**src/pkg/lpm_pkg.sv**
```systemverilog
//
// Contract
// - Deep stop only on power-down with idle select 0, watchdog and voltage detector off.
// - Deep stop halts system, watchdog and time-base clocks and program execution.
// - Entering deep stop clears the watchdog counter and keeps it stopped.
// - Aux halt on power-down with idle select 0 and watchdog or detector enabled.
// - Aux halt stops system and time-base clocks; watchdog and detector run on aux.
// - Aux halt and both wait modes clear the watchdog, which resumes if enabled.
// - Idle select 1, keep-clock 0: system clock stops, time-base and aux run.
// - Idle select 1, keep-clock 1: all clocks run while execution halts.
// - Standby keeps memory, registers and port pin states unchanged.
// - Every power-down sets powered-down flag and clears watchdog-expiry flag.
// - Wake on enabled Port A falling edge, system interrupt or watchdog overflow.
// - Watchdog wake sets expiry flag and resets only program counter and stack pointer.
// - Powered-down flag clears on power-up or clear-watchdog instruction.
// - Per-pin Port A wake enables; wake resumes after the power-down instruction.
// - Disabled interrupt or full stack: resume after power-down, interrupt stays pending.
// - Enabled interrupt with free stack: normal interrupt response on wake.
// - Interrupt already requested before standby cannot wake the device.
// - One start-up counter; slow crystal period starts after fast oscillator period.
// - From deep stop into fast mode, run only after fast-ready flag is 1.
// - Aux halt wake with fast crystal and fast wake may run on slow oscillator.
// - Watchdog source clock runs exactly when the watchdog is enabled; reset loads its gate on regardless, until the first clock edge.
// - Fast wake with fast crystal: run on aux until 128 crystal ticks, then switch.
package lpm_pkg;

  localparam int PORTA_WIDTH = 8;
  localparam int IRQ_COUNT = 4;
  localparam int STAB_CNT_W = 8;

  // ---------------------------------------------------------------
  // Stabilisation lengths, in ticks of the oscillator that starts
  // ---------------------------------------------------------------
  localparam logic [STAB_CNT_W-1:0] FAST_XTAL_STAB_TICKS = 8'h80;
  localparam logic [STAB_CNT_W-1:0] INT_FAST_STAB_TICKS = 8'h10;
  localparam logic [STAB_CNT_W-1:0] SLOW_XTAL_STAB_TICKS = 8'h80;

  typedef enum logic [1:0] {
    DEEP_STOP_MODE = 2'h0,
    AUX_CLOCK_HALT_MODE = 2'h1,
    CORE_OFF_WAIT_MODE = 2'h2,
    FULL_CLOCK_WAIT_MODE = 2'h3
  } standby_mode_t;

  typedef enum logic [1:0] {
    SRC_INTERNAL_FAST_OSC = 2'h0,
    SRC_EXTERNAL_FAST_CRYSTAL = 2'h1,
    SRC_INTERNAL_SLOW_OSC = 2'h2,
    SRC_EXTERNAL_SLOW_CRYSTAL = 2'h3
  } clock_src_t;

  // Gray along run -> standby -> stabilise -> resume
  typedef enum logic [1:0] {
    ST_RUN = 2'h0,
    ST_STANDBY = 2'h1,
    ST_STABILISE = 2'h3,
    ST_RESUME = 2'h2
  } seq_state_t;

  typedef enum logic [1:0] {
    WAKE_PORT = 2'h0,
    WAKE_IRQ = 2'h1,
    WAKE_WATCHDOG = 2'h2
  } wake_cause_t;

  typedef struct packed {
    logic sys;
    logic timebase;
    logic aux;
    logic watchdog;
  } clock_gate_t;

  localparam clock_gate_t GATES_RESET = 4'hf;

endpackage

```
**src/hw/porta_fall_detect.sv**
```systemverilog
`timescale 1ns/1ps
`default_nettype none
module porta_fall_detect #(
  parameter int WIDTH = lpm_pkg::PORTA_WIDTH
) (
  input wire logic clock_in,
  input wire logic rst_in,
  input wire logic [WIDTH-1:0] pin_in,
  input wire logic [WIDTH-1:0] wake_enable_in,
  output logic fall_out
);

  typedef struct packed {
    logic [WIDTH-1:0] prev;
    logic fall;
  } fall_state_t;

  fall_state_t r;
  fall_state_t n;
  logic [WIDTH-1:0] hit;

  // Pins idle high, so reset to ones avoids a false edge after reset
  genvar i;
  generate
    for (i = 0; i < WIDTH; i++) begin : g_pin
      assign hit[i] = r.prev[i] & ~pin_in[i] & wake_enable_in[i];
    end
  endgenerate

  always_comb begin
    n = r;
    n.prev = pin_in;
    n.fall = |hit;
  end

  always_ff @(posedge clock_in or posedge rst_in) begin
    if (rst_in) begin
      r <= '{prev: '1, fall: 1'b0};
    end else begin
      r <= n;
    end
  end

  assign fall_out = r.fall;
endmodule
`default_nettype wire

```
**src/hw/startup_stabilise_counter.sv**
```systemverilog
`timescale 1ns/1ps
`default_nettype none
module startup_stabilise_counter #(
  parameter logic [lpm_pkg::STAB_CNT_W-1:0] SLOW_LEN = lpm_pkg::SLOW_XTAL_STAB_TICKS
) (
  input wire logic clock_in,
  input wire logic rst_in,
  input wire logic start_in,
  input wire logic need_fast_in,
  input wire logic need_slow_in,
  input wire logic [lpm_pkg::STAB_CNT_W-1:0] fast_len_in,
  input wire logic fast_tick_in,
  input wire logic slow_tick_in,
  output logic fast_done_out,
  output logic slow_done_out
);

  typedef struct packed {
    logic [lpm_pkg::STAB_CNT_W-1:0] cnt;
    logic [lpm_pkg::STAB_CNT_W-1:0] len;
    logic run_fast;
    logic run_slow;
    logic fast_done;
    logic slow_done;
  } stab_state_t;

  stab_state_t r;
  stab_state_t n;

  always_comb begin
    n = r;
    if (start_in) begin
      n.cnt = '0;
      n.len = fast_len_in;
      n.run_fast = need_fast_in;
      n.run_slow = need_slow_in;
      n.fast_done = ~need_fast_in;
      n.slow_done = ~need_slow_in;
    end else if (r.run_fast) begin
      if (fast_tick_in) begin
        if (r.cnt == r.len - 1'b1) begin
          n.cnt = '0;
          n.run_fast = 1'b0;
          n.fast_done = 1'b1;
        end else begin
          n.cnt = r.cnt + 1'b1;
        end
      end
    end else if (r.run_slow) begin
      if (slow_tick_in) begin
        if (r.cnt == SLOW_LEN - 1'b1) begin
          n.cnt = '0;
          n.run_slow = 1'b0;
          n.slow_done = 1'b1;
        end else begin
          n.cnt = r.cnt + 1'b1;
        end
      end
    end
  end

  always_ff @(posedge clock_in or posedge rst_in) begin
    if (rst_in) begin
      r <= '{cnt: '0, len: '0, run_fast: 1'b0, run_slow: 1'b0, fast_done: 1'b1,
             slow_done: 1'b1};
    end else begin
      r <= n;
    end
  end

  assign fast_done_out = r.fast_done;
  assign slow_done_out = r.slow_done;
endmodule
`default_nettype wire

```
**src/hw/low_power_mode_controller.sv**
```systemverilog
`timescale 1ns/1ps
`default_nettype none
module low_power_mode_controller #(
  parameter int PORTA_WIDTH = lpm_pkg::PORTA_WIDTH
) (
  input wire logic clock_in,
  input wire logic rst_in,
  input wire logic halt_in,
  input wire logic clr_wdt_in,
  input wire logic idle_select_in,
  input wire logic idle_keep_clock_in,
  input wire logic watchdog_enable_in,
  input wire logic voltage_detector_enable_in,
  input wire logic fast_wake_enable_in,
  input wire lpm_pkg::clock_src_t sys_clock_src_in,
  input wire logic aux_from_slow_crystal_in,
  input wire logic fast_tick_in,
  input wire logic slow_tick_in,
  input wire logic watchdog_overflow_in,
  input wire logic [PORTA_WIDTH-1:0] porta_in,
  input wire logic [PORTA_WIDTH-1:0] porta_wake_enable_in,
  input wire logic [lpm_pkg::IRQ_COUNT-1:0] irq_request_in,
  input wire logic [lpm_pkg::IRQ_COUNT-1:0] irq_enable_in,
  input wire logic stack_full_in,
  output lpm_pkg::clock_gate_t clock_gate_out,
  output lpm_pkg::clock_src_t sys_clock_src_out,
  output lpm_pkg::standby_mode_t mode_out,
  output logic sys_on_aux_out,
  output logic cpu_halted_out,
  output logic io_hold_out,
  output logic watchdog_clear_out,
  output logic watchdog_run_out,
  output logic powered_down_flag_out,
  output logic watchdog_expiry_flag_out,
  output logic fast_osc_ready_out,
  output logic resume_next_out,
  output logic irq_service_out,
  output logic pc_sp_reset_out
);

  // ---------------------------------------------------------------
  // State
  // ---------------------------------------------------------------
  typedef struct packed {
    lpm_pkg::seq_state_t state;
    lpm_pkg::standby_mode_t mode;
    lpm_pkg::clock_src_t src;
    lpm_pkg::wake_cause_t cause;
    lpm_pkg::clock_gate_t gates;
    logic [lpm_pkg::IRQ_COUNT-1:0] irq_arm;
    logic [lpm_pkg::IRQ_COUNT-1:0] irq_wake;
    logic need_fast;
    logic need_slow;
    logic start;
    logic on_aux;
    logic ready;
    logic halted;
    logic wdt_clear;
    logic wdt_run;
    logic pd;
    logic to;
    logic resume_next;
    logic irq_service;
    logic pc_sp_reset;
  } lpm_state_t;

  lpm_state_t r;
  lpm_state_t n;

  logic port_fall;
  logic fast_done;
  logic slow_done;
  logic src_is_fast;
  logic [lpm_pkg::STAB_CNT_W-1:0] fast_len;
  lpm_pkg::standby_mode_t pick_mode;
  logic wake_wdt;
  logic wake_irq;
  logic halt_now;

  porta_fall_detect #(.WIDTH(PORTA_WIDTH)) u_fall (
    .clock_in(clock_in),
    .rst_in(rst_in),
    .pin_in(porta_in),
    .wake_enable_in(porta_wake_enable_in),
    .fall_out(port_fall)
  );

  startup_stabilise_counter u_stab (
    .clock_in(clock_in),
    .rst_in(rst_in),
    .start_in(r.start),
    .need_fast_in(r.need_fast),
    .need_slow_in(r.need_slow),
    .fast_len_in(fast_len),
    .fast_tick_in(fast_tick_in),
    .slow_tick_in(slow_tick_in),
    .fast_done_out(fast_done),
    .slow_done_out(slow_done)
  );

  // ---------------------------------------------------------------
  // Decode
  // ---------------------------------------------------------------
  assign src_is_fast = (r.src == lpm_pkg::SRC_INTERNAL_FAST_OSC) ||
                       (r.src == lpm_pkg::SRC_EXTERNAL_FAST_CRYSTAL);
  assign fast_len = (r.src == lpm_pkg::SRC_EXTERNAL_FAST_CRYSTAL) ?
                    lpm_pkg::FAST_XTAL_STAB_TICKS : lpm_pkg::INT_FAST_STAB_TICKS;
  assign halt_now = (r.state == lpm_pkg::ST_RUN) && halt_in;
  // A request already pending at entry is not armed, so only new requests wake
  assign wake_irq = |(irq_request_in & r.irq_arm);
  assign wake_wdt = watchdog_overflow_in && r.gates.watchdog;

  always_comb begin
    if (!idle_select_in) begin
      if (watchdog_enable_in || voltage_detector_enable_in) begin
        pick_mode = lpm_pkg::AUX_CLOCK_HALT_MODE;
      end else begin
        pick_mode = lpm_pkg::DEEP_STOP_MODE;
      end
    end else if (idle_keep_clock_in) begin
      pick_mode = lpm_pkg::FULL_CLOCK_WAIT_MODE;
    end else begin
      pick_mode = lpm_pkg::CORE_OFF_WAIT_MODE;
    end
  end

  // ---------------------------------------------------------------
  // Sequencer
  // ---------------------------------------------------------------
  always_comb begin
    n = r;
    n.start = 1'b0;
    n.wdt_clear = clr_wdt_in;
    n.resume_next = 1'b0;
    n.irq_service = 1'b0;
    n.pc_sp_reset = 1'b0;
    if (clr_wdt_in) begin
      n.pd = 1'b0;
    end
    if (halt_now) begin
      n.pd = 1'b1;
      n.to = 1'b0;
    end
    if (r.state == lpm_pkg::ST_STANDBY && wake_wdt) begin
      n.to = 1'b1;
    end
    // Done flags are stale in the cycle the counter loads, so wait out the start pulse
    if (r.state != lpm_pkg::ST_STANDBY && !r.start && (!r.need_slow || slow_done)) begin
      n.gates.aux = 1'b1;
    end
    case (r.state)
      lpm_pkg::ST_RUN: begin
        n.src = sys_clock_src_in;
        n.gates.watchdog = watchdog_enable_in;
        n.wdt_run = watchdog_enable_in;
        // Fast wake: leave the aux clock once the crystal has settled
        if (r.on_aux && fast_done) begin
          n.on_aux = 1'b0;
          n.ready = 1'b1;
        end
        if (halt_in) begin
          n.state = lpm_pkg::ST_STANDBY;
          n.halted = 1'b1;
          n.mode = pick_mode;
          n.irq_arm = ~irq_request_in;
          n.wdt_clear = 1'b1;
          n.on_aux = 1'b0;
          n.gates.sys = (pick_mode == lpm_pkg::FULL_CLOCK_WAIT_MODE);
          n.gates.timebase = (pick_mode == lpm_pkg::FULL_CLOCK_WAIT_MODE) ||
                             (pick_mode == lpm_pkg::CORE_OFF_WAIT_MODE);
          n.gates.aux = (pick_mode != lpm_pkg::DEEP_STOP_MODE);
          n.gates.watchdog = (pick_mode != lpm_pkg::DEEP_STOP_MODE) && watchdog_enable_in;
          n.wdt_run = (pick_mode != lpm_pkg::DEEP_STOP_MODE) && watchdog_enable_in;
          if (pick_mode != lpm_pkg::FULL_CLOCK_WAIT_MODE &&
              (sys_clock_src_in == lpm_pkg::SRC_INTERNAL_FAST_OSC ||
               sys_clock_src_in == lpm_pkg::SRC_EXTERNAL_FAST_CRYSTAL)) begin
            n.ready = 1'b0;
          end
        end
      end
      lpm_pkg::ST_STANDBY: begin
        if (wake_wdt || wake_irq || port_fall) begin
          n.irq_wake = irq_request_in & r.irq_arm;
          if (wake_wdt) begin
            n.cause = lpm_pkg::WAKE_WATCHDOG;
          end else if (wake_irq) begin
            n.cause = lpm_pkg::WAKE_IRQ;
          end else begin
            n.cause = lpm_pkg::WAKE_PORT;
          end
          if (r.mode == lpm_pkg::FULL_CLOCK_WAIT_MODE) begin
            n.state = lpm_pkg::ST_RESUME;
          end else if (fast_wake_enable_in && r.mode != lpm_pkg::DEEP_STOP_MODE &&
                       r.src == lpm_pkg::SRC_EXTERNAL_FAST_CRYSTAL) begin
            // Run on aux at once; the shared counter times the crystal meanwhile
            n.state = lpm_pkg::ST_RESUME;
            n.on_aux = 1'b1;
            n.start = 1'b1;
            n.need_fast = 1'b1;
            n.need_slow = 1'b0;
            n.gates.sys = 1'b1;
            n.gates.timebase = 1'b1;
          end else begin
            n.state = lpm_pkg::ST_STABILISE;
            n.start = 1'b1;
            n.need_fast = src_is_fast;
            n.need_slow = (r.mode == lpm_pkg::DEEP_STOP_MODE) && aux_from_slow_crystal_in;
          end
        end
      end
      lpm_pkg::ST_STABILISE: begin
        // Slow-source systems skip the fast period and wait for the slow crystal only when need_slow is set
        if (!r.start && (r.need_fast ? fast_done : (!r.need_slow || slow_done))) begin
          n.state = lpm_pkg::ST_RESUME;
          n.ready = r.ready | r.need_fast;
          n.gates.sys = 1'b1;
          n.gates.timebase = 1'b1;
        end
      end
      lpm_pkg::ST_RESUME: begin
        n.state = lpm_pkg::ST_RUN;
        n.halted = 1'b0;
        n.gates.sys = 1'b1;
        n.gates.timebase = 1'b1;
        n.gates.watchdog = watchdog_enable_in;
        n.wdt_run = watchdog_enable_in;
        case (r.cause)
          lpm_pkg::WAKE_WATCHDOG: n.pc_sp_reset = 1'b1;
          lpm_pkg::WAKE_IRQ: begin
            if (|(r.irq_wake & irq_enable_in) && !stack_full_in) begin
              n.irq_service = 1'b1;
            end else begin
              n.resume_next = 1'b1;
            end
          end
          default: n.resume_next = 1'b1;
        endcase
      end
      default: n.state = lpm_pkg::ST_RUN;
    endcase
  end

  always_ff @(posedge clock_in or posedge rst_in) begin
    if (rst_in) begin
      r <= '{state: lpm_pkg::ST_RUN, mode: lpm_pkg::DEEP_STOP_MODE,
             src: lpm_pkg::SRC_INTERNAL_FAST_OSC, cause: lpm_pkg::WAKE_PORT,
             gates: lpm_pkg::GATES_RESET, irq_arm: '0, irq_wake: '0, need_fast: 1'b0,
             need_slow: 1'b0, start: 1'b0, on_aux: 1'b0, ready: 1'b1, halted: 1'b0,
             wdt_clear: 1'b0, wdt_run: 1'b1, pd: 1'b0, to: 1'b0, resume_next: 1'b0,
             irq_service: 1'b0, pc_sp_reset: 1'b0};
    end else begin
      r <= n;
    end
  end

  // ---------------------------------------------------------------
  // Outputs
  // ---------------------------------------------------------------
  assign clock_gate_out = r.gates;
  assign sys_clock_src_out = r.src;
  assign mode_out = r.mode;
  assign sys_on_aux_out = r.on_aux;
  assign cpu_halted_out = r.halted;
  assign io_hold_out = r.halted;
  assign watchdog_clear_out = r.wdt_clear;
  assign watchdog_run_out = r.wdt_run;
  assign powered_down_flag_out = r.pd;
  assign watchdog_expiry_flag_out = r.to;
  assign fast_osc_ready_out = r.ready;
  assign resume_next_out = r.resume_next;
  assign irq_service_out = r.irq_service;
  assign pc_sp_reset_out = r.pc_sp_reset;
endmodule
`default_nettype wire

```
**config.mk**
```make
export PLATFORM = sky130hd
export DESIGN_NAME = low_power_mode_controller
export DESIGN_NICKNAME = d
export VERILOG_FILES = /design/src/pkg/lpm_pkg.sv /design/src/hw/porta_fall_detect.sv /design/src/hw/startup_stabilise_counter.sv /design/src/hw/low_power_mode_controller.sv
export SDC_FILE = /design/constraint.sdc
export NUM_CORES = 1
export LEC_CHECK = 0
export BUFFER_PORTS_ARGS = -buffer_cell sky130_fd_sc_hd__buf_2
export CAP_MARGIN = 20
export CORE_ASPECT_RATIO = 1.4
export CORE_MARGIN = 3
export CORE_UTILIZATION = 57
export CTS_CLUSTER_DIAMETER = 100
export CTS_CLUSTER_SIZE = 8
export DETAILED_ROUTE_END_ITERATION = 7
export PLACE_DENSITY = 0.84
export SETUP_SLACK_MARGIN = 0.15
export SLEW_MARGIN = 15
export SYNTH_ARGS = -nofsm -noshare
export SYNTH_HDL_FRONTEND = slang
export SYNTH_SLANG_ARGS = --single-unit
export TNS_END_PERCENT = 20
```
**constraint.sdc**
```tcl
create_clock -name clock_in -period 3.1 [get_ports clock_in]
set_clock_uncertainty 0.1 [all_clocks]
set_input_delay 0.62 -clock clock_in [delete_from_list [all_inputs] [get_ports clock_in]]
set_output_delay 0.62 -clock clock_in [all_outputs]
set_load 0.05 [all_outputs]
```
Word level (Yosys, flattened, before mapping)

Index checks and enable logic that the tools add are counted.
Widths: inputs -> output; s select.

$mul: 0
Multiplexer cells: 67
Magnitude comparators: 0
Add/subtract/negate cells: 2
Equal/unequal tests: 22
Bitwise logic cells: 31
Shift operators: 0
Divide/modulo/power cells: 0
Reduce and logical (&&, ||, !) cells: 56

Operators by type and width:

| operator            | number |
|---|---|
| $mux 8              | 9 |
| $mux 1              | 32 |
| $mux 2              | 13 |
| $reduce_bool 2->1   | 13 |
| $and 1x1->1         | 16 |
| $pmux 2 s4          | 2 |
| $logic_and 1x1->1   | 13 |
| $eq 2x2->1 const B  | 6 |
| $pmux 1 s2          | 6 |
| $reduce_and 3->1    | 4 |
| $not 1->1           | 11 |
| $ne 2x2->1 const B  | 5 |
| $reduce_and 5->1    | 2 |
| $add 8x1->8 const B | 1 |
| $and 4x4->4         | 2 |
| $eq 2x1->1 const B  | 4 |
| $eq 8x7->1 const B  | 1 |
| $eq 8x8->1          | 1 |
| $logic_not 2->1     | 4 |
| $mux 4              | 2 |
| $reduce_and 2->1    | 4 |
| $reduce_or 4->1     | 2 |
| $reduce_or 8->1     | 1 |
| $sub 8x1->8 const B | 1 |
| 11 further kinds    | 23 |

Output and inout port bits: 19
Input port bits: 40
Latch bits: 0
Memories: 0
Flip-flop bits (word level): 62
Memory bits (writable): 0
Word-level logic and storage cells: 209
Memory bits (read-only): 0

Depth between registers and ports, before layout

Gate-level depths: netlist of the first run.

Word-level depth: 8
Depth in mapped cells: 7
Gate-level depth less buffers: 6

Hierarchy

A second synthesis of the first run with hierarchy kept.

Cell total of the unflattened synthesis: 302
Area total of the unflattened synthesis: 3,019.1 um2

By module, submodules not included:

| module                    | area each (um2) | seq. area each (um2) | times used | cells each |
|---|---|---|---|---|
| low_power_mode_controller | 1,525.2         | 807.0                | 1          | 150 |
| startup_stabilise_counter | 1,188.6         | 503.0                | 1          | 127 |
| porta_fall_detect         | 305.3           | 235.2                | 1          | 25 |

Worst setup path before layout of the first run

No wires, ideal clock.

Kind: register to register
Start point: reg r, in the netlist clock_gate_out[0]
End point: reg r[12] (netlist name)
Slack: 1.163 ns
Buffers on the path: 1
Period minus slack after synthesis: 1.937 ns
Library setup time: 0.079 ns
Cell stages (with the launch flop): 8
Arrival: 1.757 ns
Data required time: 2.921 ns
Cells stage by stage: dfstp_2 -> a21oi_1 -> and4_1 -> or2_1 -> buf_4 -> nand2b_1 -> inv_2 -> mux2i_1

Longest elaborated chain between the ends: 4

RTL lines:

| item                              | RTL line                         | RTL |
|---|---|---|
| start: declaration                | low_power_mode_controller.sv:67  | `lpm_state_t r;` |
| start signal: assignment          | low_power_mode_controller.sv:245 | `r <= '{state: lpm_pkg::ST_RUN, mode: lpm_pkg::DEEP_STOP_MODE,` |
| start signal: assignment          | low_power_mode_controller.sv:252 | `r <= n;` |
| $logic_and 1x1->1                 | low_power_mode_controller.sv:111 | `assign wake_wdt = watchdog_overflow_in && r.gates.watchdog;` |
| $logic_or 1x1->1 (2 in a row)     | low_power_mode_controller.sv:182 | `if (wake_wdt \|\| wake_irq \|\| port_fall) begin` |
| $reduce_and 3->1 (no source line) | -                                |  |

No other way between the ends.
A chain may end at the register's enable or synchronous reset.

==> summary.md, run 1 <==
| Metric | Value |
|---|---|
| Gates resized, CTS repair | 0 |
| Clock Latency Late Sink | 0.30 ns |
| Final Cycle Share | 59.85% |
| Cell Pwr Density | between 900 and 1000 mW/mm^2 |
| Achievable frequency | between 0.5 and 0.6 GHz |
| Htree depth | 2 |
| I/O Buffers | 58 |
| CP delay by family, top | flip-flops |
| Status | complete, no violations |
| Die Y | 84.69 microns |
| Cells after synthesis | between 200 and 250 |
| Met3 wire length | 235 microns |
| Residual DRC | 0 |
| Max Cap Viol | 0 |
| Crit path max fanout | 5 |
| Critical Path Start Type | flop |
| Worst Path Arrival | 1.14 ns |
| Syn. warnings | 0 |
| Drt via density | ~5.4 |
| EDFF count, synth | 0 |
| GR Overflow Total | 0 |
| Routability Congestion | 0.8614 |
| Max Used Layer | met4 |
| Fin. Hold Viols | 0 |
| Cts-stage hold buffer count | 0 |
| Setup WS pre-CTS | 1.036 ns |
| Clk slew on worst S/H paths | 0.09 ns |
| Initial antenna violation count | 0 |
| Synthesized Nets | around 290 |
| Most frequent cells in the layout | 58 x buf_2, 40 x dfrtp_1, 38 x nand2_1 |
| Row count | 28 |
| Synth Flop Type | dfrtp_1 |
| Finish-stage setup viols | 0 |
| Number of iterations in the first detailed-routing pass | 4 |
| Wire length on met1 | 1894 microns |
| Final-layout fill cell count | 346 |
| Die Area | 0.005269 sq mm |
| Antenna Cells | 0 |
| I/O pin cnt | 59 |
| Nets@finish | ~340 |
| Total track usage | 20.23% |
| # clock sinks | 55 |
| Crit-path cells | buf_2 |
| CP Capture Type | output port |
| Placed cells | 351 |
| Slowest CP cell | dfstp_2 |
| CP Class | flop to output port |
| RSZ-0062 raised after global routing | no |
| Worst path max stage delay | 0.57 ns |
| CTS max path bufs | 2 |
| Period minus WS final | 1.855 ns |
| Fraction of the yosys area taken by sequential cells | 55.33% |
| Mean Syn Cell Area | ~10 sq um |
| Slew Limit Fails | 0 |
| Routed len/inst | 13.48 microns |
| Clk root buf | clkbuf_8 |
| FF+latch count, synth | 55 |
| Placeable Area | 0.004239 sq mm |
| Commonest non-fill, non-tap cell in the layout | buf_2 |
| Worst vdd ir | between 0.0004 and 0.0005 V |
| Vias in the first global route | 2009 |
| Async S/R FF share, synth | 100.0% |
| Slew HR | 56.38% |
| Mapped Area | 0.002521 sq mm |
| Chip width | roughly 62 microns |
| Initial Util | 59.47% |
| Worst Path Buf+Inv | 1 |
| Critical Path RT | between 2 and 2.5 ns |
| Final HPWL DP | 3809 microns |
| Global-route wire length before repair | about 8500 microns |
| Finished Layout Cells | 359 |
| P_leak | 1.414 nW |
| Met2 wire length | approximately 2600 microns |
| Post-CTS Setup Bufs | 0 |
| Unique masters post-synth | between 50 and 60 |
| CTS Buf Count | 5 |
| Share of layout cells above drive strength 1 | 31.44% |
| DR iter-0 viols | 72 |
| Remaining antenna violation count | 0 |
| Min-delay worst type | input pin to flop |
| Final TNS setup | 0 ns |
| Area Growth Syn to Fin | 15.88% |
| CTS tree | yes |
| Pin count of the biggest net entering global routing | 56 |
| Worst setup margin | 1.245 ns |
| Final WL | slightly below 5000 microns |
| Worst Tran Pin Value | between 0.6 and 0.7 ns |
| Via Count | 1947 |
-- per-stage QoR --
| step | power (mW) | cell area (sq um) | utilization [%] | hold slack, ns |
|---|---|---|---|---|
| after global placement | 2.321 | 2804 | 66.15 | 0.3461 |
| final | 2.812 | 2922 | 68.92 | 0.3166 |
| after CTS | 2.840 | 2922 | 68.92 | 0.3058 |
| after global routing | 3.016 | 2922 | 68.92 | 0.2927 |
| after detailed placement | 2.361 | 2804 | 66.15 | 0.3597 |
| after floorplan | 2.151 | 2521 | - | 0.3337 |
-- sequential cells by signal, indices dropped and copies added, names as in the netlist --
name and flops:
clock_gate_out 4, cpu_halted_out 1, fast_osc_ready_out 1, irq_service_out 1
mode_out 2, pc_sp_reset_out 1, powered_down_flag_out 1, r 15
resume_next_out 1, sys_clock_src_out 2, sys_on_aux_out 1, u_fall.fall_out 1
u_fall.r 8, u_stab.fast_done_out 1, u_stab.r 12, u_stab.slow_done_out 1
watchdog_clear_out 1, watchdog_expiry_flag_out 1
-- Yosys cell counts, types with 2 or more instances --
cell type	number	share of area [%]
dfrtp_1	40	40
nand2_1	38	5.7
o21ai_0	18	3.6
dfstp_2	15	16
nor2_1	13	1.9
buf_4	10	3.0
inv_1	10	1.5
nor2b_1	8	2.0
a21oi_1	7	1.4
nand2b_1	7	1.7
nand3_1	6	1.2
a22oi_1	5	1.5
mux2_2	5	2.2
o22ai_1	5	1.2
a31oi_1	3	0.74
and3_1	3	0.74
clkbuf_1	3	0.45
mux2i_1	3	1.2
o21ai_1	3	0.60
a21o_1	2	0.60
a21oi_2	2	0.69
a22o_1	2	0.69
and2b_1	2	0.60
and3b_1	2	0.69
nand4_1	2	0.50
nor3_1	2	0.40
nor4b_1	2	0.69
o21a_1	2	0.60
o21bai_1	2	0.60
xnor2_1	2	0.69
xor2_1	2	0.69
-- cells by family (layout without fill, tap and decap cells) --
| kind of cell | after synthesis | in the layout | synth area share [%] |
|---|---|---|---|
| AO/OA/AOI/OAI | 61 | 61 | 15.78 |
| AND/OR/NAND/NOR | 92 | 92 | 18.36 |
| adder cells (fa/ha/maj) | 1 | 1 | 0.4962 |
| XOR/XNOR | 4 | 4 | 1.390 |
| multiplexers | 8 | 8 | 3.424 |
| buffers and inverters | 25 | 78 | 5.211 |
| flip-flops | 55 | 55 | 55.34 |
-- worst paths after layout --
kind                                               start                                to  slack, ns  cells after the start
setup / recovery           clock_gate_out[0]$_DFFE_PP1P_                  watchdog_run_out       1.24                      1
hold / removal                               porta_in[2]             u_fall.r[3]$_DFF_PP1_       0.32                      1
setup reg to reg                       r[31]$_DFFE_PP0P_    fast_osc_ready_out$_DFFE_PP1P_       1.26                      4
hold reg to reg            clock_gate_out[3]$_DFFE_PP1P_     clock_gate_out[3]$_DFFE_PP1P_       0.37                      2
max in group asynchronous                         rst_in                 r[16]$_DFFE_PP0P_       2.08                      3
min in group asynchronous                         rst_in  sys_clock_src_out[1]$_DFFE_PP0N_       0.39                      3
-- power breakdown --
group	switching, mW	internal, mW	total [mW]
clock network	0.214	0.261	0.475
logic	0.735	0.377	1.11
registers	0.240	0.985	1.22
-- metal layers --
layer  global-route usage (%)  vias up
li1                         -      953
met1                    22.73      925
met2                    36.18       58
met3                    4.685       11
met4                    9.457        0
met5                        0        -
-- final cells by class --
| cell class | instances | area, sq um | area share, % |
|---|---|---|---|
| clock inverter | 2 | 35.03 | 1.199 |
| clock buffer | 6 | 82.58 | 2.827 |
| multi-input combinational | 166 | 994.7 | 34.05 |
| sequential | 55 | 1395 | 47.75 |
| timing repair buffer | 59 | 297.8 | 10.19 |
| tap | 60 | 75.07 | 2.570 |
| inverter | 11 | 41.29 | 1.413 |
Note: power is estimated with default switching activity, not from simulation.
==> run 2, diff against run 1 <==
- CORE_UTILIZATION: 57 -> 48
- PLACE_DENSITY: 0.84 -> 0.75
- clock period: 3.1 -> 1.6 ns (I/O delays scaled with it)
==> run 2 against run 1 <==
The run now ends with negative setup slack left. Largest cell class unchanged. Critical path type is now flop to flop. Cell area up 15%. First-iteration DRC count decreased by 4.2%. Largest power group is now combinational cells. Highest routed layer unchanged. Register-to-register slack worse by 1.3 ns. Die area increased by 17%.
==> summary.md, run 2 (synthesis results as in run 1) <==
| Metric | Value |
|---|---|
| Most frequent cells in the layout | 48 x buf_2, 37 x nand2_1, 35 x dfrtp_1 |
| CP startpoint | u_stab.r[18]$_DFFE_PP0P_ |
| Area Growth Syn to Fin | 33.50% |
| Final-layout fill cell count | 403 (+16%) |
| Worst vdd ir | 0.001497 V (+200%) |
| Fin. Hold Viols | 0 (unchanged) |
| Min-delay worst type | input pin to flop |
| Worst Path Arrival | 1.76 ns (+0.62 ns) |
| Via Count | 2102 (+8.0%) |
| Antenna Cells | 0 (unchanged) |
| Global-route wire length before repair | 9425 microns (+10%) |
| Largest reg by FF count | r |
| Slew Limit Fails | 0 (unchanged) |
| Placeable Area | 0.004955 sq mm (+17%) |
| # clock sinks | 55 (unchanged) |
| Remaining antenna violation count | 0 (unchanged) |
| Routed len/inst | 14.00 microns (+3.9%) |
| Cell Pwr Density | 1787 mW/mm^2 (+86%) |
| Vias in the first global route | 2136 (+6.3%) |
| Worst Setup EP | u_stab.r[12]$_DFFE_PP0P_ |
| Largest regs | r: 15 flops, u_stab.r: 12 flops, u_fall.r: 8 flops |
| Worst setup margin | -0.05989 ns (-1.305 ns) |
| Nets@finish | 371 (+9.4%) |
| Commonest non-fill, non-tap cell in the layout | buf_2 |
| Crit-path cells | nor4b_2 > mux2i_2 > o21ai_2 > nor2_2 > mux2_2 |
| Status | complete, but fails checks |
| Residual DRC | 0 (unchanged) |
| Worst Tran Pin Value | 0.2868 ns (-0.3675 ns) |
| Share of layout cells above drive strength 1 | 43.20% (+12 points) |
| CTS Buf Count | 5 (unchanged) |
| Finish-stage setup viols | 4 (+4) |
| Hold_ws | 0.01964 ns (-0.2969 ns) |
| Hold Crit Start | porta_in[2] |
| CTS max path bufs | 2 (unchanged) |
| GR Overflow Total | 0 (unchanged) |
| I/O Buffers | 58 (unchanged) |
| Max reg flops | 15 (unchanged) |
| Clk slew on worst S/H paths | 0.10 ns (about the same) |
| Period minus WS final | ~1.7 ns |
| Worst r2r path cells | 5 (+1) |
| Initial antenna violation count | 0 (unchanged) |
| Htree depth | 2 (unchanged) |
| Critical Path Start Type | flop |
| Initial Util | 50.88% (-8.6 points) |
| Crit path max fanout | 5 (unchanged) |
| Placed cells | 376 (+7.1%) |
| Final HPWL DP | 3905 microns (+2.5%) |
| Launch point of the worst reg-to-reg path | u_stab.r[18]$_DFFE_PP0P_ |
| Failing checks | negative setup slack |
| CP Class | flop to flop |
| Row count | 30 (+7.1%) |
| CTS tree | yes |
| Die Area | 0.006170 sq mm (+17%) |
| Crit Reg-Reg Endpoint | u_stab.r[12]$_DFFE_PP0P_ |
| Achievable frequency | 0.6024 GHz |
| Slew HR | 80.73% (+24 points) |
| P_leak | 1.603 nW (+13%) |
| Final WL | 5531 microns (+14%) |
| Clock Latency Late Sink | 0.31 ns (about the same) |
| Critical Path RT | 1.70 ns (-0.68 ns) |
| RSZ-0062 raised after global routing | yes |
| Final Cycle Share | 103.7% |
| Max Cap Viol | 0 (unchanged) |
| Routability Congestion | 0.7743 (-10%) |
| R2r setup slk | -0.06 ns (-1.32 ns) |
| Worst path max stage delay | 0.41 ns (-0.16 ns) |
| CP Capture Type | flop |
| Area of the multi-input gates | 0.001090 sq mm (+9.6%) |
| Clk root buf | clkbuf_8 |
| Chip width | 67.25 microns (+8.1%) |
| Number of iterations in the first detailed-routing pass | 4 (unchanged) |
| Total track usage | 19.55% (-0.68 points) |
| I/O pin cnt | 59 (unchanged) |
| Pin count of the biggest net entering global routing | 56 (unchanged) |
| Die Y | 91.75 microns (+8.3%) |
| Slowest CP cell | dfrtp_1 |
| Drt via density | 5.322 (-1.9%) |
| Finished Layout Cells | 395 (+10%) |
| Register area | 0.001401 sq mm (+0.45%) |
| DR iter-0 viols | 69 (-4.2%) |
[run 2: critical path, delay by kind of cell, from the launching register on]
kind | cells | cell delay [ns]
DFF | 1 | 0.41
muxes | 2 | 0.40
and+or+nand+nor | 2 | 0.38
AOI/OAI and AO/OA | 1 | 0.26
[run 2: worst min-delay path by stage]
stage          cells past startpoint  slack (ns)                               end
5_1_grt                            1       0.002             u_fall.r[3]$_DFF_PP1_
3_5_place_dp                       3        0.32  sys_clock_src_out[1]$_DFFE_PP0N_
3_3_place_gp                       3        0.31  sys_clock_src_out[1]$_DFFE_PP0N_
6_report                           1        0.02             u_fall.r[3]$_DFF_PP1_
2_1_floorplan                      0        0.22             u_fall.r[1]$_DFF_PP1_
4_1_cts                            1       0.006             u_fall.r[3]$_DFF_PP1_
[run 2: per-layer routing]
metal	GRT usage [%]	wire (microns)	vias to the layer above
met1	22.53	2193	1016
li1	-	-	1022
met4	6.261	83	0
met3	4.289	286	9
met2	34.86	2966	55
met5	0	0	-
[run 2: layout make-up]
cell class              instances  area share, %
clock buffers                   5          2.045
clock inverters                 3         0.7807
inverters                      11          1.413
multi-input cells             166          32.38
flip-flops and latches         55          41.64
well taps                      64          2.379
repair buffers                 91          19.37
[run 2: power by group]
part           internal (mW)  switching, mW  leakage (nW)
registers               1.92          0.428         0.661
logic                   1.21           1.65         0.893
clock network          0.323          0.479        0.0491
total                   3.46           2.56          1.60
[run 2: metrics by stage]
step | worst slack (ns) | instance area, sq um | utilization (%) | setup TNS, ns | power [mW]
after global routing | -0.1584 | 3366 | 67.93 | -0.6287 | 6.405
after global placement | -0.03984 | 2994 | 60.43 | -0.05423 | 4.756
final | -0.05989 | 3366 | 67.93 | -0.1603 | 6.013
after floorplan | -0.2286 | 2540 | - | -0.8938 | 4.202
after detailed placement | -0.1051 | 2994 | 60.43 | -0.4439 | 4.814
after CTS | -0.09067 | 3284 | 66.29 | -0.1282 | 5.856
[run 2: timing repair]
| action | CTS | global route |
|---|---|---|
| setup buffers | 0 | 3 |
| hold buffers | 8 | 0 |
| hold endpoints to repair | 47 | 0 |
| pin swaps | 16 | 9 |
| setup endpoints to repair | 32 | 42 |
| resized for setup | 33 | 19 |
==> run 3, diff against run 2 <==
- CORE_MARGIN: 3 -> unset
==> run 3 against run 2 <==
The run still ends with negative setup slack left. Core utilization is 0.33 points lower. Worst hold slack got worse by 0.0097 ns. Power is 1.7% lower. Via count is 1.8% lower. Combinational power shrank 1%. Largest cell class unchanged. Critical path depth stayed put. Cell area decreased by 0.48%. Count of clock-buffer cells in the layout is 1 higher. Sequential power barely moved.
==> summary.md, run 3 (synthesis results as in run 1) <==
| Metric | Value |
|---|---|
| Status | complete, but fails checks |
| Failing checks | negative setup slack |
| Remaining antenna violation count | 0 (unchanged) |
| Max reg flops | 15 (unchanged) |
| Clock Latency Late Sink | 0.31 ns (about the same) |
| Worst Path Arrival | 1.79 ns (+0.03 ns) |
| Critical Path Start Type | flop |
| Total track usage | 20.49% (+0.94 points) |
| Share of layout cells above drive strength 1 | 43.24% (about the same) |
| Hold Crit Depth | 1 (unchanged) |
| CTS tree | yes |
| Grt peak-use layer | met2 |
| CTS Buf Count | 5 (unchanged) |
| Htree depth | 2 (unchanged) |
| DR iter-0 viols | 54 (-22%) |
| Nets@finish | 373 (+0.54%) |
| I/O Buffers | 58 (unchanged) |
| Finish-stage setup viols | 5 (+1) |
| Initial antenna violation count | 0 (unchanged) |
| Commonest non-fill, non-tap cell in the layout | buf_2 |
| CP Class | flop to flop |
| Antenna Cells | 0 (unchanged) |
| Slew Limit Fails | 0 (unchanged) |
| Clk slew on worst S/H paths | 0.10 ns (about the same) |
| Drt via density | 5.199 (-2.3%) |
| Routability Congestion | 0.7588 (-2.0%) |
| Crit path max fanout | 5 (unchanged) |
| Final HPWL DP | 3876 microns (-0.74%) |
| Vias in the first global route | 2096 (-1.9%) |
| Worst r2r path cells | 5 (unchanged) |
| Row count | 30 (unchanged) |
| Achievable frequency | 0.5957 GHz (-1.1%) |
| Cell Pwr Density | 1766 mW/mm^2 (-1.2%) |
| Post-DP Area | 0.003017 sq mm (+0.75%) |
| Slew HR | 81.12% (+0.39 points) |
| I/O pin cnt | 59 (unchanged) |
| Global-route wire length before repair | 8763 microns (-7.0%) |
| RSZ-0062 raised after global routing | yes |
| GR met3 Demand/Resource | 3.516% (-0.77 points) |
| Area Growth Syn to Fin | 32.85% |
| Largest regs | r: 15 flops, u_stab.r: 12 flops, u_fall.r: 8 flops |
| Initial Util | 50.88% (unchanged) |
| Most frequent cells in the layout | 49 x buf_2, 37 x dfrtp_1, 36 x nand2_1 |
| Worst setup margin | -0.07881 ns (-0.01892 ns) |
| Via Count | 2064 (-1.8%) |
| P_leak | 1.604 nW (about the same) |
| Die Y | 87.75 microns (-4.4%) |
| Placeable Area | 0.004955 sq mm (unchanged) |
| Worst Tran Pin Value | 0.2808 ns (-0.005966 ns) |
| Routed len/inst | 13.19 microns (-5.8%) |
| Chip width | 63.25 microns (-5.9%) |
| CTS max path bufs | 2 (unchanged) |
| Largest reg by FF count | r |
| Met1 Usage GRT | 22.21% (-0.32 points) |
| Max Cap Viol | 0 (unchanged) |
| Finished Core Util | 67.60% (-0.33 points) |
| Number of iterations in the first detailed-routing pass | 4 (unchanged) |
| GR Overflow Total | 0 (unchanged) |
| Critical Path RT | 1.71 ns (about the same) |
| Final WL | 5235 microns (-5.4%) |
| CP Capture Type | flop |
| Min-delay worst type | input pin to flop |
| Period minus WS final | 1.679 ns (+0.01892 ns) |
| Final Cycle Share | 104.9% (+1.2 points) |
| # clock sinks | 55 (unchanged) |
| Pin count of the biggest net entering global routing | 56 (unchanged) |
| Fin. Hold Viols | 0 (unchanged) |
| Met2 Use GR | 39.10% (+4.2 points) |
| Worst vdd ir | 0.0009538 V (-36%) |
| Die Area | 0.005550 sq mm (-10%) |
| Clk root buf | clkbuf_8 |
| Residual DRC | 0 (unchanged) |
| Post-route cell area | 0.003349 sq mm (-0.48%) |
-- run 3: changes by cell type in the layout (fill, tap and decap cells not counted), sizes merged --
cell,before,now
clkinv,1,2
inv,12,10
buf,82,85
-- run 3: report_power, final --
part | leakage (nW) | switching, mW | total (mW) | internal [mW]
registers | 0.663 | 0.421 | 2.34 | 1.92
logic | 0.896 | 1.63 | 2.82 | 1.19
clock network | 0.0452 | 0.447 | 0.757 | 0.310
-- run 3: worst max-delay path: stages, from the launching register on --
cell     delay (ns)
dfrtp_1        0.41
nor4b_2        0.33
mux2i_2        0.15
o21ai_2        0.25
nor2_2         0.08
mux2_2         0.26
-- run 3: metal layers --
metal	vias to the layer above	routed length, microns
met5	-	0
met4	0	87
met3	7	172
met2	40	2868
met1	996	2107
li1	1021	-
-- run 3: final cells by class --
| cell class | count | area [sq um] |
|---|---|---|
| fillers | 396 | 1605 |
| clock inverters | 2 | 13.76 |
| inverters | 11 | 47.55 |
| multi-input cells | 166 | 1091 |
| repair buffers | 93 | 645.6 |
| well taps | 64 | 80.08 |
| clock buffers | 6 | 72.57 |
| flip-flops and latches | 55 | 1399 |
-- run 3: through the flow --
| step | setup WS (ns) | TNS, ns | hold WS, ns | power, mW | instances |
|---|---|---|---|---|---|
| after global placement | -0.05230 | -0.09743 | 0.3083 | 4.785 | 379 |
| after CTS | -0.08677 | -0.1550 | 0.0002887 | 5.843 | 397 |
| after floorplan | -0.2286 | -0.8938 | 0.2245 | 4.202 | 246 |
| final | -0.07881 | -0.2707 | 0.009946 | 5.914 | 397 |
| after detailed placement | -0.1448 | -0.6428 | 0.3136 | 4.853 | 379 |
| after global routing | -0.1621 | -0.8903 | 0.002455 | 6.276 | 397 |
-- run 3: final timing paths --
check,from,to,slack (ns)
min,porta_in[6],u_fall.r[7]$_DFF_PP1_,0.01
max reg2reg,u_stab.r[16]$_DFFE_PP0P_,u_stab.r[12]$_DFFE_PP0P_,-0.08
min in group asynchronous,rst_in,watchdog_clear_out$_DFF_PP0_,0.51
max,u_stab.r[16]$_DFFE_PP0P_,u_stab.r[12]$_DFFE_PP0P_,-0.08
min reg2reg,r[11]$_DFFE_PP0P_,u_stab.slow_done_out$_DFFE_PP1P_,0.38
max in group asynchronous,rst_in,u_fall.r[8]$_DFF_PP1_,0.59
-- run 3: timing repair --
item                                    CTS  global route
endpoints found under the setup margin   36            30
hold endpoints to repair                 47             0
cloned                                    0             0
hold buffers                              8             0
gates resized for setup                  30            16
buffers inserted                          2             0
pin swaps                                20             4
